**src/include/pbed_regs.svh**
```systemverilog
// Register map, field positions, reset values and timing counts of the
// bridge error and delayed transaction block.
// Assumes byte addresses on a 12-bit APB address, four times each index.
`ifndef PBED_REGS_SVH
`define PBED_REGS_SVH

`define PBED_IDX_CMD 10'h004
`define PBED_IDX_STS 10'h006
`define PBED_IDX_SST 10'h01E
`define PBED_IDX_BC 10'h03E
`define PBED_IDX_DG 10'h05C
`define PBED_IDX_MASK 10'h064
`define PBED_IDX_FLAG 10'h06A
`define PBED_IDX_DTS 10'h080
`define PBED_ADR(i) {i, 2'h0}

`define PBED_CMD_PER 6
`define PBED_CMD_SERR 8
`define PBED_STS_DPD 8
`define PBED_STS_DPE 15
`define PBED_STS_W1C 16'h8100
`define PBED_SST_SERR 14
`define PBED_SST_W1C 16'h4000
`define PBED_BC_FWD 1
`define PBED_BC_MAM 5
`define PBED_BC_DISC 9
`define PBED_DG_DLY 2
`define PBED_DG_PGEN 14
`define PBED_RST16 16'h0000
`define PBED_RST8 8'h00

`define PBED_CMD_MRM 4'hC
`define PBED_CMD_MRL 4'hE
`define PBED_RETRY_DLY 5'h10
`define PBED_DISC_SHORT 16'h0400
`define PBED_DISC_LONG 16'h8000

`endif

```
**src/include/pbed_pkg.sv**
```systemverilog
// Types shared by the bridge error block and its delayed transaction slots.
// Assumes nothing beyond a SystemVerilog compiler.
`default_nettype none

package pbed_pkg;
  typedef enum logic [1:0] {
    DT_IDLE = 2'h0,
    DT_FETCH = 2'h1,
    DT_HELD = 2'h2
  } pbed_dt_state_e;

  typedef enum logic [2:0] {
    RSP_NONE = 3'h0,
    RSP_RETRY = 3'h1,
    RSP_DONE = 3'h2,
    RSP_TABORT = 3'h3,
    RSP_DISC = 3'h4
  } pbed_rsp_e;
endpackage

`default_nettype wire

```
**src/include/pbed_dt_if.sv**
```systemverilog
// Link between the bridge control logic and one delayed transaction slot.
// Assumes one instance per direction, driven in the bridge clock domain.
`default_nettype none

interface pbed_dt_if;
  logic req_valid;
  logic [31:0] req_addr;
  logic [3:0] req_cmd;
  logic [3:0] req_be;
  logic req_pref;
  logic capture;
  logic take;
  logic dest_done;
  logic [31:0] dest_data;
  logic dest_abort;
  logic short_per;
  logic busy;
  logic held;
  logic match;
  logic [31:0] cap_addr;
  logic [3:0] cap_cmd;
  logic [3:0] cap_be;
  logic [31:0] data;
  logic abort;
  logic discard;

  modport ctrl(output req_valid, req_addr, req_cmd, req_be, req_pref, capture, take,
    dest_done, dest_data, dest_abort, short_per,
    input busy, held, match, cap_addr, cap_cmd, cap_be, data, abort, discard);
  modport txn(input req_valid, req_addr, req_cmd, req_be, req_pref, capture, take,
    dest_done, dest_data, dest_abort, short_per,
    output busy, held, match, cap_addr, cap_cmd, cap_be, data, abort, discard);
endinterface

`default_nettype wire

```
**src/rtl/pbed_bridge_err.sv**
```systemverilog
// Bridge error reporting, parity handling and delayed transaction control.
// Assumes one PCI clock, bus events as one-cycle synchronous pulses,
// software on APB, and at most one target request presented per cycle.
`include "pbed_regs.svh"
`default_nettype none

module pbed_bridge_err #(
  parameter logic [15:0] DISCARD_LONG_CLKS = `PBED_DISC_LONG
) (
  input wire logic SYS_CLK,
  input wire logic RST,
  input wire logic PSEL,
  input wire logic PENABLE,
  input wire logic PWRITE,
  input wire logic [11:0] PADDR,
  input wire logic [31:0] PWDATA,
  output logic [31:0] PRDATA,
  output logic PREADY,
  output logic PSLVERR,
  input wire logic TGT_REQ,
  input wire logic TGT_DIR,
  input wire logic [31:0] TGT_ADDR,
  input wire logic [3:0] TGT_CMD,
  input wire logic [3:0] TGT_BE,
  input wire logic TGT_PREFETCH,
  output logic TGT_RESP_VLD,
  output logic [2:0] TGT_RESP,
  output logic [31:0] TGT_RDATA,
  output logic DEST_REQ,
  output logic DEST_DIR,
  output logic [31:0] DEST_ADDR,
  output logic [3:0] DEST_CMD,
  output logic [3:0] DEST_BE,
  input wire logic DEST_DONE,
  input wire logic [31:0] DEST_RDATA,
  input wire logic DEST_TABORT,
  input wire logic EV_PW_PERR,
  input wire logic EV_PW_RETRY_TO,
  input wire logic EV_PW_TABORT,
  input wire logic EV_PW_MABORT,
  input wire logic EV_DW_RETRY_TO,
  input wire logic EV_DR_RETRY_TO,
  input wire logic SEC_SERR,
  input wire logic ADDR_PERR,
  input wire logic TABORT_RCVD,
  input wire logic DATA_PERR,
  input wire logic MSTR_PERR,
  input wire logic SEC_RST_ACT,
  output logic PRIMARY_SYSTEM_ERROR_REPORT,
  output logic PERR_OUT,
  output logic PARITY_PASS
);

  // ----------------------------------------
  // Helpers
  // ----------------------------------------
  // Set wins over a software clear in the same cycle
  function automatic logic [15:0] w1c(input logic [15:0] old, input logic [15:0] clr,
    input logic [15:0] set);
    w1c = (old & ~clr) | set;
  endfunction

  // ----------------------------------------
  // APB slave
  // ----------------------------------------
  logic pready_q, pslverr_q;
  logic [31:0] prdata_q, rd_mux;
  logic apb_acc, apb_wr, hit_any;
  logic hit_cmd, hit_sts, hit_sst, hit_bc, hit_dg, hit_mask, hit_flag, hit_dts;
  logic [15:0] cmd_q, sts_q, sst_q, bc_q, dg_q;
  logic [7:0] mask_q, flag_q;
  logic [3:0] dts_w;

  // One wait state so every bus output leaves a flip-flop
  assign apb_acc = PSEL && PENABLE && !pready_q;
  assign apb_wr = PSEL && PENABLE && pready_q && PWRITE;
  assign hit_cmd = PADDR == `PBED_ADR(`PBED_IDX_CMD);
  assign hit_sts = PADDR == `PBED_ADR(`PBED_IDX_STS);
  assign hit_sst = PADDR == `PBED_ADR(`PBED_IDX_SST);
  assign hit_bc = PADDR == `PBED_ADR(`PBED_IDX_BC);
  assign hit_dg = PADDR == `PBED_ADR(`PBED_IDX_DG);
  assign hit_mask = PADDR == `PBED_ADR(`PBED_IDX_MASK);
  assign hit_flag = PADDR == `PBED_ADR(`PBED_IDX_FLAG);
  assign hit_dts = PADDR == `PBED_ADR(`PBED_IDX_DTS);
  assign hit_any = hit_cmd || hit_sts || hit_sst || hit_bc || hit_dg || hit_mask || hit_flag || hit_dts;

  always_comb begin
    rd_mux = 32'h0000_0000;
    if (hit_cmd) begin
      rd_mux[15:0] = cmd_q;
    end else if (hit_sts) begin
      rd_mux[15:0] = sts_q;
    end else if (hit_sst) begin
      rd_mux[15:0] = sst_q;
    end else if (hit_bc) begin
      rd_mux[15:0] = bc_q;
    end else if (hit_dg) begin
      rd_mux[15:0] = dg_q;
    end else if (hit_mask) begin
      rd_mux[7:0] = mask_q;
    end else if (hit_flag) begin
      rd_mux[7:0] = flag_q;
    end else if (hit_dts) begin
      rd_mux[3:0] = dts_w;
    end
  end

  always_ff @(posedge SYS_CLK or posedge RST) begin
    if (RST) begin
      pready_q <= 1'b0;
      pslverr_q <= 1'b0;
      prdata_q <= 32'h0000_0000;
    end else begin
      pready_q <= apb_acc;
      pslverr_q <= apb_acc && !hit_any;
      prdata_q <= apb_acc ? rd_mux : 32'h0000_0000;
    end
  end

  // ----------------------------------------
  // Error events
  // ----------------------------------------
  logic [7:0] ev_vec, flag_set;
  logic par_serr, fwd_serr, serr_fire;
  logic [15:0] sts_set, sst_set;

  assign ev_vec = {1'b0, EV_DR_RETRY_TO, EV_DW_RETRY_TO, EV_PW_MABORT, EV_PW_TABORT,
    EV_PW_RETRY_TO, EV_PW_PERR, 1'b0};
  assign flag_set = ev_vec & ~mask_q;
  assign par_serr = cmd_q[`PBED_CMD_PER] && (ADDR_PERR || TABORT_RCVD);
  assign fwd_serr = bc_q[`PBED_BC_FWD] && SEC_SERR;
  assign serr_fire = cmd_q[`PBED_CMD_SERR] && ((|flag_set) || par_serr || fwd_serr);

  always_comb begin
    sts_set = 16'h0000;
    sts_set[`PBED_STS_DPE] = DATA_PERR || ADDR_PERR;
    sts_set[`PBED_STS_DPD] = cmd_q[`PBED_CMD_PER] && (DATA_PERR || MSTR_PERR);
    sst_set = 16'h0000;
    sst_set[`PBED_SST_SERR] = serr_fire;
  end

  // ----------------------------------------
  // Configuration registers
  // ----------------------------------------
  always_ff @(posedge SYS_CLK or posedge RST) begin
    if (RST) begin
      cmd_q <= `PBED_RST16;
      bc_q <= `PBED_RST16;
      dg_q <= `PBED_RST16;
      mask_q <= `PBED_RST8;
    end else if (apb_wr) begin
      if (hit_cmd) cmd_q <= PWDATA[15:0];
      if (hit_bc) bc_q <= PWDATA[15:0];
      if (hit_dg) dg_q <= PWDATA[15:0];
      if (hit_mask) mask_q <= PWDATA[7:0];
    end
  end

  logic [15:0] sts_clr, sst_clr, flag_clr, flag_nx;

  assign sts_clr = (apb_wr && hit_sts) ? (PWDATA[15:0] & `PBED_STS_W1C) : 16'h0000;
  assign sst_clr = (apb_wr && hit_sst) ? (PWDATA[15:0] & `PBED_SST_W1C) : 16'h0000;
  assign flag_clr = (apb_wr && hit_flag) ? {8'h00, PWDATA[7:0]} : 16'h0000;
  assign flag_nx = w1c({8'h00, flag_q}, flag_clr, {8'h00, flag_set});

  always_ff @(posedge SYS_CLK or posedge RST) begin
    if (RST) begin
      sts_q <= `PBED_RST16;
      sst_q <= `PBED_RST16;
      flag_q <= `PBED_RST8;
    end else begin
      sts_q <= w1c(sts_q, sts_clr, sts_set);
      sst_q <= w1c(sst_q, sst_clr, sst_set);
      flag_q <= flag_nx[7:0];
    end
  end

  // ----------------------------------------
  // Error and parity outputs
  // ----------------------------------------
  logic serr_q, perr_q, ppass_q;

  always_ff @(posedge SYS_CLK or posedge RST) begin
    if (RST) begin
      serr_q <= 1'b0;
      perr_q <= 1'b0;
      ppass_q <= 1'b1;
    end else begin
      serr_q <= serr_fire;
      perr_q <= cmd_q[`PBED_CMD_PER] && DATA_PERR;
      ppass_q <= !dg_q[`PBED_DG_PGEN];
    end
  end

  // ----------------------------------------
  // Delayed transaction slots, one per direction
  // ----------------------------------------
  pbed_dt_if dt [2] ();
  logic [1:0] busy_w, held_w, match_w, abort_w, pend_w, hit_dir;
  logic [31:0] data_w [2];
  logic [31:0] caddr_w [2];
  logic [3:0] ccmd_w [2];
  logic [3:0] cbe_w [2];
  logic wait_q, sec_block, dreq_q, dsel_q;

  // Downstream requests come from the primary side; block them in secondary reset
  assign sec_block = SEC_RST_ACT && !TGT_DIR;

  for (genvar g = 0; g < 2; g++) begin : g_dt
    assign hit_dir[g] = TGT_REQ && (TGT_DIR == 1'(g)) && !wait_q && !sec_block;
    assign dt[g].req_valid = hit_dir[g];
    assign dt[g].req_addr = TGT_ADDR;
    assign dt[g].req_cmd = TGT_CMD;
    assign dt[g].req_be = TGT_BE;
    assign dt[g].req_pref = TGT_PREFETCH;
    assign dt[g].capture = hit_dir[g] && !busy_w[g];
    assign dt[g].take = hit_dir[g] && match_w[g];
    assign dt[g].dest_done = DEST_DONE && dreq_q && (dsel_q == 1'(g));
    assign dt[g].dest_data = DEST_RDATA;
    assign dt[g].dest_abort = DEST_TABORT;
    assign dt[g].short_per = bc_q[`PBED_BC_DISC];
    assign busy_w[g] = dt[g].busy;
    assign held_w[g] = dt[g].held;
    assign match_w[g] = dt[g].match;
    assign abort_w[g] = dt[g].abort;
    assign data_w[g] = dt[g].data;
    assign caddr_w[g] = dt[g].cap_addr;
    assign ccmd_w[g] = dt[g].cap_cmd;
    assign cbe_w[g] = dt[g].cap_be;
    assign pend_w[g] = busy_w[g] && !held_w[g];

    pbed_dtxn #(
      .LONG_CLKS(DISCARD_LONG_CLKS)
    ) u_dtxn (
      .clk(SYS_CLK),
      .rst(RST),
      .dt(dt[g])
    );
  end

  assign dts_w = {held_w[1], busy_w[1], held_w[0], busy_w[0]};

  // ----------------------------------------
  // Target answer
  // ----------------------------------------
  logic [4:0] wait_cnt_q;
  logic vld_q, vld_d, start_wait;
  logic [2:0] rsp_q;
  pbed_pkg::pbed_rsp_e rsp_d;
  logic [31:0] rdata_q, rdata_d;
  logic m_sel, a_sel, wr_sel;
  logic [31:0] d_sel;

  assign m_sel = TGT_DIR ? match_w[1] : match_w[0];
  assign a_sel = TGT_DIR ? abort_w[1] : abort_w[0];
  assign d_sel = TGT_DIR ? data_w[1] : data_w[0];
  assign wr_sel = TGT_DIR ? ccmd_w[1][0] : ccmd_w[0][0];

  always_comb begin
    vld_d = 1'b0;
    rsp_d = pbed_pkg::RSP_NONE;
    rdata_d = 32'h0000_0000;
    start_wait = 1'b0;
    if (wait_q) begin
      if (wait_cnt_q == 5'h00) begin
        vld_d = 1'b1;
        rsp_d = pbed_pkg::RSP_RETRY;
      end
    end else if (TGT_REQ) begin
      vld_d = 1'b1;
      if (sec_block) begin
        rsp_d = bc_q[`PBED_BC_MAM] ? pbed_pkg::RSP_TABORT : pbed_pkg::RSP_NONE;
      end else if (m_sel) begin
        if (!a_sel) begin
          rsp_d = pbed_pkg::RSP_DONE;
          rdata_d = wr_sel ? 32'h0000_0000 : d_sel;
        end else if (wr_sel) begin
          rsp_d = pbed_pkg::RSP_TABORT;
        end else begin
          rsp_d = pbed_pkg::RSP_DISC;
          rdata_d = d_sel;
        end
      end else if (dg_q[`PBED_DG_DLY]) begin
        vld_d = 1'b0;
        start_wait = 1'b1;
      end else begin
        rsp_d = pbed_pkg::RSP_RETRY;
      end
    end
  end

  // Retry waits hold off further requests until the answer goes out
  always_ff @(posedge SYS_CLK or posedge RST) begin
    if (RST) begin
      wait_q <= 1'b0;
      wait_cnt_q <= 5'h00;
    end else if (start_wait) begin
      wait_q <= 1'b1;
      wait_cnt_q <= `PBED_RETRY_DLY - 5'h02;
    end else if (wait_q) begin
      wait_q <= wait_cnt_q != 5'h00;
      wait_cnt_q <= wait_cnt_q - 5'h01;
    end
  end

  always_ff @(posedge SYS_CLK or posedge RST) begin
    if (RST) begin
      vld_q <= 1'b0;
      rsp_q <= 3'h0;
      rdata_q <= 32'h0000_0000;
    end else begin
      vld_q <= vld_d;
      rsp_q <= rsp_d;
      rdata_q <= rdata_d;
    end
  end

  // ----------------------------------------
  // Destination request
  // ----------------------------------------
  logic [31:0] daddr_q;
  logic [3:0] dcmd_q, dbe_q;
  logic pick;

  // Downstream wins when both slots wait for the destination
  assign pick = !pend_w[0];

  always_ff @(posedge SYS_CLK or posedge RST) begin
    if (RST) begin
      dreq_q <= 1'b0;
      dsel_q <= 1'b0;
      daddr_q <= 32'h0000_0000;
      dcmd_q <= 4'h0;
      dbe_q <= 4'h0;
    end else if (!dreq_q) begin
      if (|pend_w) begin
        dreq_q <= 1'b1;
        dsel_q <= pick;
        daddr_q <= pick ? caddr_w[1] : caddr_w[0];
        dcmd_q <= pick ? ccmd_w[1] : ccmd_w[0];
        dbe_q <= pick ? cbe_w[1] : cbe_w[0];
      end
    end else if (DEST_DONE) begin
      dreq_q <= 1'b0;
    end
  end

  // ----------------------------------------
  // Outputs
  // ----------------------------------------
  assign PRDATA = prdata_q;
  assign PREADY = pready_q;
  assign PSLVERR = pslverr_q;
  assign TGT_RESP_VLD = vld_q;
  assign TGT_RESP = rsp_q;
  assign TGT_RDATA = rdata_q;
  assign DEST_REQ = dreq_q;
  assign DEST_DIR = dsel_q;
  assign DEST_ADDR = daddr_q;
  assign DEST_CMD = dcmd_q;
  assign DEST_BE = dbe_q;
  assign PRIMARY_SYSTEM_ERROR_REPORT = serr_q;
  assign PERR_OUT = perr_q;
  assign PARITY_PASS = ppass_q;
endmodule

`default_nettype wire

```
**src/rtl/pbed_dtxn.sv**
```systemverilog
// One delayed transaction slot: capture, destination completion, match, discard.
// Assumes the control logic captures only while the slot is idle.
`include "pbed_regs.svh"
`default_nettype none

module pbed_dtxn #(
  parameter logic [15:0] LONG_CLKS = `PBED_DISC_LONG
) (
  input wire logic clk,
  input wire logic rst,
  pbed_dt_if.txn dt
);
  pbed_pkg::pbed_dt_state_e state_q, state_d;
  logic [31:0] addr_q, data_q;
  logic [3:0] cmd_q, be_q;
  logic abort_q, short_q, discard_q, expire;
  logic [15:0] tmr_q, period;

  assign period = short_q ? `PBED_DISC_SHORT : LONG_CLKS;
  assign expire = (state_q == pbed_pkg::DT_HELD) && (tmr_q == period - 16'h0001);
  assign dt.match = dt.req_valid && (state_q == pbed_pkg::DT_HELD) && (dt.req_addr == addr_q) &&
    (dt.req_cmd == cmd_q) && (dt.req_be == be_q);

  always_comb begin
    state_d = state_q;
    case (state_q)
      pbed_pkg::DT_IDLE: if (dt.capture) state_d = pbed_pkg::DT_FETCH;
      pbed_pkg::DT_FETCH: if (dt.dest_done) state_d = pbed_pkg::DT_HELD;
      pbed_pkg::DT_HELD: if (dt.take || expire) state_d = pbed_pkg::DT_IDLE;
      default: state_d = pbed_pkg::DT_IDLE;
    endcase
  end

  always_ff @(posedge clk or posedge rst) begin
    if (rst) begin
      state_q <= pbed_pkg::DT_IDLE;
      tmr_q <= 16'h0000;
      discard_q <= 1'b0;
    end else begin
      state_q <= state_d;
      tmr_q <= (state_q == pbed_pkg::DT_HELD) ? tmr_q + 16'h0001 : 16'h0000;
      discard_q <= expire && !dt.take;
    end
  end

  // Captured fields and completion only load on their events
  always_ff @(posedge clk or posedge rst) begin
    if (rst) begin
      addr_q <= 32'h0000_0000;
      cmd_q <= 4'h0;
      be_q <= 4'h0;
      short_q <= 1'b0;
      data_q <= 32'h0000_0000;
      abort_q <= 1'b0;
    end else if (dt.capture && state_q == pbed_pkg::DT_IDLE) begin
      addr_q <= dt.req_addr;
      cmd_q <= dt.req_cmd;
      be_q <= dt.req_be;
      short_q <= dt.short_per || (!dt.req_cmd[0] && (dt.req_pref || dt.req_cmd == `PBED_CMD_MRM ||
        dt.req_cmd == `PBED_CMD_MRL));
    end else if (dt.dest_done && state_q == pbed_pkg::DT_FETCH) begin
      data_q <= dt.dest_data;
      abort_q <= dt.dest_abort;
    end
  end

  assign dt.busy = state_q != pbed_pkg::DT_IDLE;
  assign dt.held = state_q == pbed_pkg::DT_HELD;
  assign dt.cap_addr = addr_q;
  assign dt.cap_cmd = cmd_q;
  assign dt.cap_be = be_q;
  assign dt.data = data_q;
  assign dt.abort = abort_q;
  assign dt.discard = discard_q;
endmodule

`default_nettype wire

```
**config.mk**
```make
export PLATFORM = sky130hd
export DESIGN_NAME = pbed_bridge_err
export DESIGN_NICKNAME = d
export VERILOG_FILES = /design/src/include/pbed_pkg.sv /design/src/include/pbed_dt_if.sv /design/src/rtl/pbed_bridge_err.sv /design/src/rtl/pbed_dtxn.sv
export VERILOG_INCLUDE_DIRS = /design/src /design/src/include
export SDC_FILE = /design/constraint.sdc
export NUM_CORES = 1
export LEC_CHECK = 0
export BUFFER_PORTS_ARGS = -buffer_cell sky130_fd_sc_hd__clkbuf_2
export CAP_MARGIN = 5
export CORE_ASPECT_RATIO = 1.5
export CORE_MARGIN = 1
export CORE_UTILIZATION = 57
export CTS_BUF_LIST = sky130_fd_sc_hd__clkbuf_8 sky130_fd_sc_hd__clkbuf_16
export DETAILED_ROUTE_END_ITERATION = 6
export GPL_TIMING_DRIVEN = 0
export HOLD_SLACK_MARGIN = 0.05
export PLACE_DENSITY = 0.92
export SYNTH_ARGS = -nofsm -noshare
export SYNTH_HDL_FRONTEND = slang
export SYNTH_SLANG_ARGS = --single-unit
```
**constraint.sdc**
```tcl
create_clock -name SYS_CLK -period 14.8 [get_ports SYS_CLK]
set_clock_uncertainty 0.15 [all_clocks]
set_input_delay 2.96 -clock SYS_CLK [delete_from_list [all_inputs] [get_ports SYS_CLK]]
set_output_delay 2.96 -clock SYS_CLK [all_outputs]
set_load 0.01 [all_outputs]
```
# == Word level (Yosys, flattened, before mapping) ==
# Cells that the tools add are included.
# Widths: inputs -> output; s select.
# word_totals
ramBits,0
out_inout_bits,115
register_bits,385
wordCells,244
romBits,0
latchBits,0
mem_count,0
input_bits,138
# op_classes
add_sub_neg,5
bitwise,16
div_mod_pow,0
order_cmp,0
n_eq_ne,28
reduce_logical,91
n_shift,0
mul,0
mux,65
# ops
op,count
$mux 32,7
$mux 16,10
$eq 32x32->1,2
$logic_and 1x1->1,44
$eq 12x9->1 const B,3
$add 16x1->16 const B,2
$and 16x16->16,2
$eq 16x16->1,2
$mux 8,4
$sub 16x1->16 const B,2
$eq 12x5->1 const B,2
$mux 1,21
$mux 4,5
$mux 3,6
$logic_or 1x1->1,17
$eq 4x4->1,4
$not 15->16,1
$not 16->16,1
$not 8->8,2
$or 16x15->16,1
$or 16x16->16,1
$mux 15,1
$mux 2,7
$reduce_and 2->1,7
other kinds (22),51

# == Depth between registers and ports, before layout ==
# logic_depth
ltp_word,14
ltp_mapped,10
mapped_depth_nobuf,7

# == Cells and area by module ==
# From an unflattened synthesis, not the netlist that was laid out.
# hier_totals
cells_unflattened,1306
area_unflattened_um2,16000.3
# modules_own_cells
module,area_each_um2,cells_per_inst,seq_area_each_um2,n_inst
pbed_dtxn,4080.2,308,2327.2,2
pbed_bridge_err,7840.0,690,4305.4,1

# == Worst setup path before layout ==
# OpenSTA, ideal clock, no wires.
# synth_timing
kind,input port to flip-flop
from,in PADDR[1]
to,reg cmd_q[0]
slack_ns,9.752
required_time_ns,14.525
path_stages,8
n_path_buf,2
setup_time_ns,0.125
t_arrival_ns,4.773
path_cell_list,nor3_1 nand2_1 or3_1 nor2_2 and2_1 buf_4 buf_4 mux2_2
# synth_via
elab_chain_cells,2
# synth_rtl
element,line,rtl
"start, declared",pbed_bridge_err.sv:15,"input wire logic [11:0] PADDR,"
$eq 12x5->1 (no line),n/a,
$reduce_and 2->1 (no line),n/a,
"end signal, assigned",pbed_bridge_err.sv:147,cmd_q <= `PBED_RST16;
"end signal, assigned",pbed_bridge_err.sv:152,if (hit_cmd) cmd_q <= PWDATA[15:0];
"end, declared",pbed_bridge_err.sv:70,"logic [15:0] cmd_q, sts_q, sst_q, bc_q, dg_q;"
# Every way passes these cells.
# A chain may end at the register's enable or synchronous reset.

# == Final worst setup path ==
# layout_timing
from,in PADDR[1]
to,reg cmd_q[1]
# The elaborated chain is that of the path after synthesis.

==> flow_summary.toml <==
[placed_design]
gp_routability_congestion = 0.986
place.detailed.hpwl_um = 27700
placed_cells = 1827
place.port_buffers = 219

[clock_network]
tritoncts_num_sinks = 356
ctsRootBufferMaster = "clkbuf_16"
cts_tree = "built"
clk_transition_reported_paths_ns = 0.06
post-cts-setup-buffer-count = 0
num_cts_buffers = 34
cts.repair.resized = 0
cts_max_path_buffers = 3
cts.hold.buffers_added = 0
clkLatencyLatePin_ns = 0.53
ctsHtreeMaxLevel = 2

[routing]
initialDrtViolationCount = 786
wire_per_inst_um = 20.6
routed_wirelength_um = 39100
route.detailed.drc = 1
route.antenna.remaining_nets = 0
viasPerCell = 5.93
detailedRoute.firstPassIterationCount = 7
routed-via-count = 11229

[timing]
maximum_clock_rate_mhz = 193
timing.setup.tns_ns = 0
finalHoldViolCount = 0
timing.final.setup_violations = 0
worst-slew-pin-transition_ns = 1.36
timing.slew.headroom_pct = 9.11
whs_ns = 0.264
finalCritPeriodShare_pct = 35.1
report.final.slew_viol_count = 0
final_period_minus_worst_setup_slack_ns = 5.19
grt_setup_unrepaired = "false"

[status]
run_status = "complete, but fails checks"
violations_in_the_final_reports = "DRC"

[yosys]
synth_area_mm2 = 0.0156
synth_area_per_cell_um2 = 12.5
top_area_cell_type_share_of_the_netlist_area_pct = 56.8
leading_area_contributor_after_synthesis = "dfrtp_1"
synth-warning-count = 0
postSynthRegisterBits = 356
synth_enable_flop_cells = 0
postSynth.topFlopCell = "dfrtp_1"
asyncSetResetFlopFracSynth_pct = 100
post_synth_num_cell_types = 68
synthTopCellsByArea = "dfrtp_1 57%, mux2_2 13%, mux2i_1 4.7%"
synth_seq_area_share_pct = 57.0
synth_cells = 1254

[grt]
antenna_violations_before_repair = 5
grt_first_pass_wirelength_um = 61400
pin_count_of_the_biggest_net_entering_global_routing = 133
grt_util_all_layers_pct = 28.8
grt-ovfl-total = 0
via_count_of_the_first_global_routing_pass = 11712

[floorplanning]
floorplan.initialDensity_pct = 58.4
die_area_mm2 = 0.0281
floorplan.io_pins = 253
dieWidth_um = 137
design.core.area_mm2 = 0.0268
rows = 73
die-height_um = 205

[worst_setup_path]
critPathCaptureType = "flip-flop"
timing.critical_path.mode_cell = "buf_4"
cp_slowest_stage_delay_ns = 0.42
reg2reg_from = "g_dt[0].u_dtxn.state_q[0]$_DFFE_PP0P_"
crit_required_ns = 15.05
cp.arrival_ns = 5.44
timing.critical_path.from = "PADDR[1]"
cp_max_fanout = 10
worstSetupStartpointType = "primary input"
critical-path-slowest-cell = "nor3_1"
setup.worst_path.class = "primary input to flip-flop"
worstPathCellList = "clkbuf_2 > nor3_1 > nand2_1 > or3_1 > nor2_2 > and2_1 > buf_4 > buf_4 > mux2_2"

[layout]
final_cell_mix = "355 x dfrtp_1, 219 x clkbuf_2, 186 x mux2_2"
nets_finish = 1668
share_of_cells_above_drive_strength_1_pct = 33.0
mostFrequentLayoutCell = "dfrtp_1"
area_overhead_vs_synth_pct = 17.8
instances_no_fill = 1893
num-fill-cells = 1811

[power]
share_clk_of_total_power_pct = 27.1
power.combinational.fraction_pct = 27.7
p_sw_share_pct = 32.5
vdd_drop_max_mv = 0.133
pwr-share-seq_pct = 45.2
power_switching_mw = 1.04
power_report.internal_total_mw = 2.16
power_density_cells_mw_per_mm2 = 174
power.leakage_nw = 8.68

[flow_run]
max_cap_violations = 0

[hold_path]
worstHoldStart = "dg_q[14]$_DFFE_PP0P_"
min-delay-path-class = "flip-flop to flip-flop"
[synth_stat cells (all sizes together) (4+ instances only)]
library cell / count
mux2i: 73
inv: 20
nand4: 26
o21ai: 62
a21oi: 19
nor2b: 4
buf: 29
nor4b: 5
a31oi: 4
a22oi: 11
xnor2: 58
nor3: 14
ha: 4
a222oi: 11
nand2: 92
dfrtp: 355
nand3: 17
clkbuf: 40
a221oi: 4
and3: 6
nor4: 14
mux2: 199
xor2: 46
nor2: 86
nand2b: 11
[critical path: cells and delay by family]
family,cells,cell delay [ns]
mux,1,0.36
simple gates,5,1.63
buf+inv,3,0.48
[power groups by stage]
stage          Sequential (mW)  Clock [mW]  Combinational (mW)
3_5_place_dp              1.46           0               0.876
4_1_cts                   1.44       0.879               0.889
6_report                  1.45       0.869               0.889
2_1_floorplan             1.43           0               0.581
3_3_place_gp              1.43           0               0.834
5_1_grt                   1.48       0.917               0.963
[sequential cells by signal, summed over array words and instances, names as in the netlist, 3 cells and up]
signal,flops
g_dt.u_dtxn.dt.cap_be,8
TGT_RDATA,32
g_dt.u_dtxn.dt.data,64
DEST_CMD,4
g_dt.u_dtxn.dt.cap_addr,64
g_dt.u_dtxn.dt.cap_cmd,8
g_dt.u_dtxn.state_q,4
PRDATA,16
dg_q,16
mask_q,8
g_dt.u_dtxn.tmr_q,32
wait_cnt_q,5
DEST_BE,4
TGT_RESP,3
bc_q,16
flag_q,8
DEST_ADDR,32
cmd_q,16
[layout make-up]
| class | count | area [um2] | area share (%) |
|---|---|---|---|
| flip-flops and latches | 356 | 8910 | 48.4 |
| clock inverters | 19 | 121 | 0.659 |
| inverters | 20 | 82.6 | 0.448 |
| clock buffers | 43 | 1010 | 5.48 |
| diodes | 4 | 10.0 | 0.0543 |
| multi-input cells | 824 | 6360 | 34.5 |
| repair buffers | 221 | 1150 | 6.25 |
| well taps | 337 | 422 | 2.29 |
| plain buffers | 69 | 353 | 1.92 |
[logic make-up after synthesis]
kind of cell	count (synthesis)	synth area share (%)
adders and majority gates	4	0.320
AOI/OAI and AO/OA	134	5.53
DFF	356	57.0
and+or+nand+nor	294	9.61
muxes	272	19.0
buffers and inverters	89	2.74
xor gates and xnor gates	104	5.82
other	1	0.0240
[per-stage QoR]
step	utilization (%)	cell area (um2)	total power [mW]	setup slack [ns]
2_1_floorplan	-	15700	2.01	1.81
3_3_place_gp	64.3	17200	2.26	-1.25
3_5_place_dp	64.6	17300	2.33	9.21
4_1_cts	68.8	18400	3.21	9.70
5_1_grt	68.8	18400	3.36	9.55
6_report	68.8	18400	3.21	9.61
[path summary, 6_finish.rpt]
kind / to / slack, ns / cells after the start
min in group asynchronous: bc_q[11]$_DFFE_PP0P_ / 2.40 / 2
min reg2reg: PARITY_PASS$_DFF_PP1_ / 0.26 / 1
max in group asynchronous: g_dt[0].u_dtxn.dt.data[11]$_DFFE_PP0P_ / 10.47 / 4
max reg2reg: g_dt[0].u_dtxn.dt.data[7]$_DFFE_PP0P_ / 11.83 / 4
min: PARITY_PASS$_DFF_PP1_ / 0.26 / 1
max: cmd_q[1]$_DFFE_PP0P_ / 9.61 / 9
[per-layer routing]
layer	share of wire (%)	track usage [%]	routed length, um	vias to the layer above
li1	-	-	-	4945
met1	35	32.3	13800	5599
met2	52	49.8	20200	527
met3	7.0	5.77	2730	156
met4	6.1	17.4	2390	2
met5	0.033	0	13	-
Note: power is estimated with default switching activity, not from simulation.
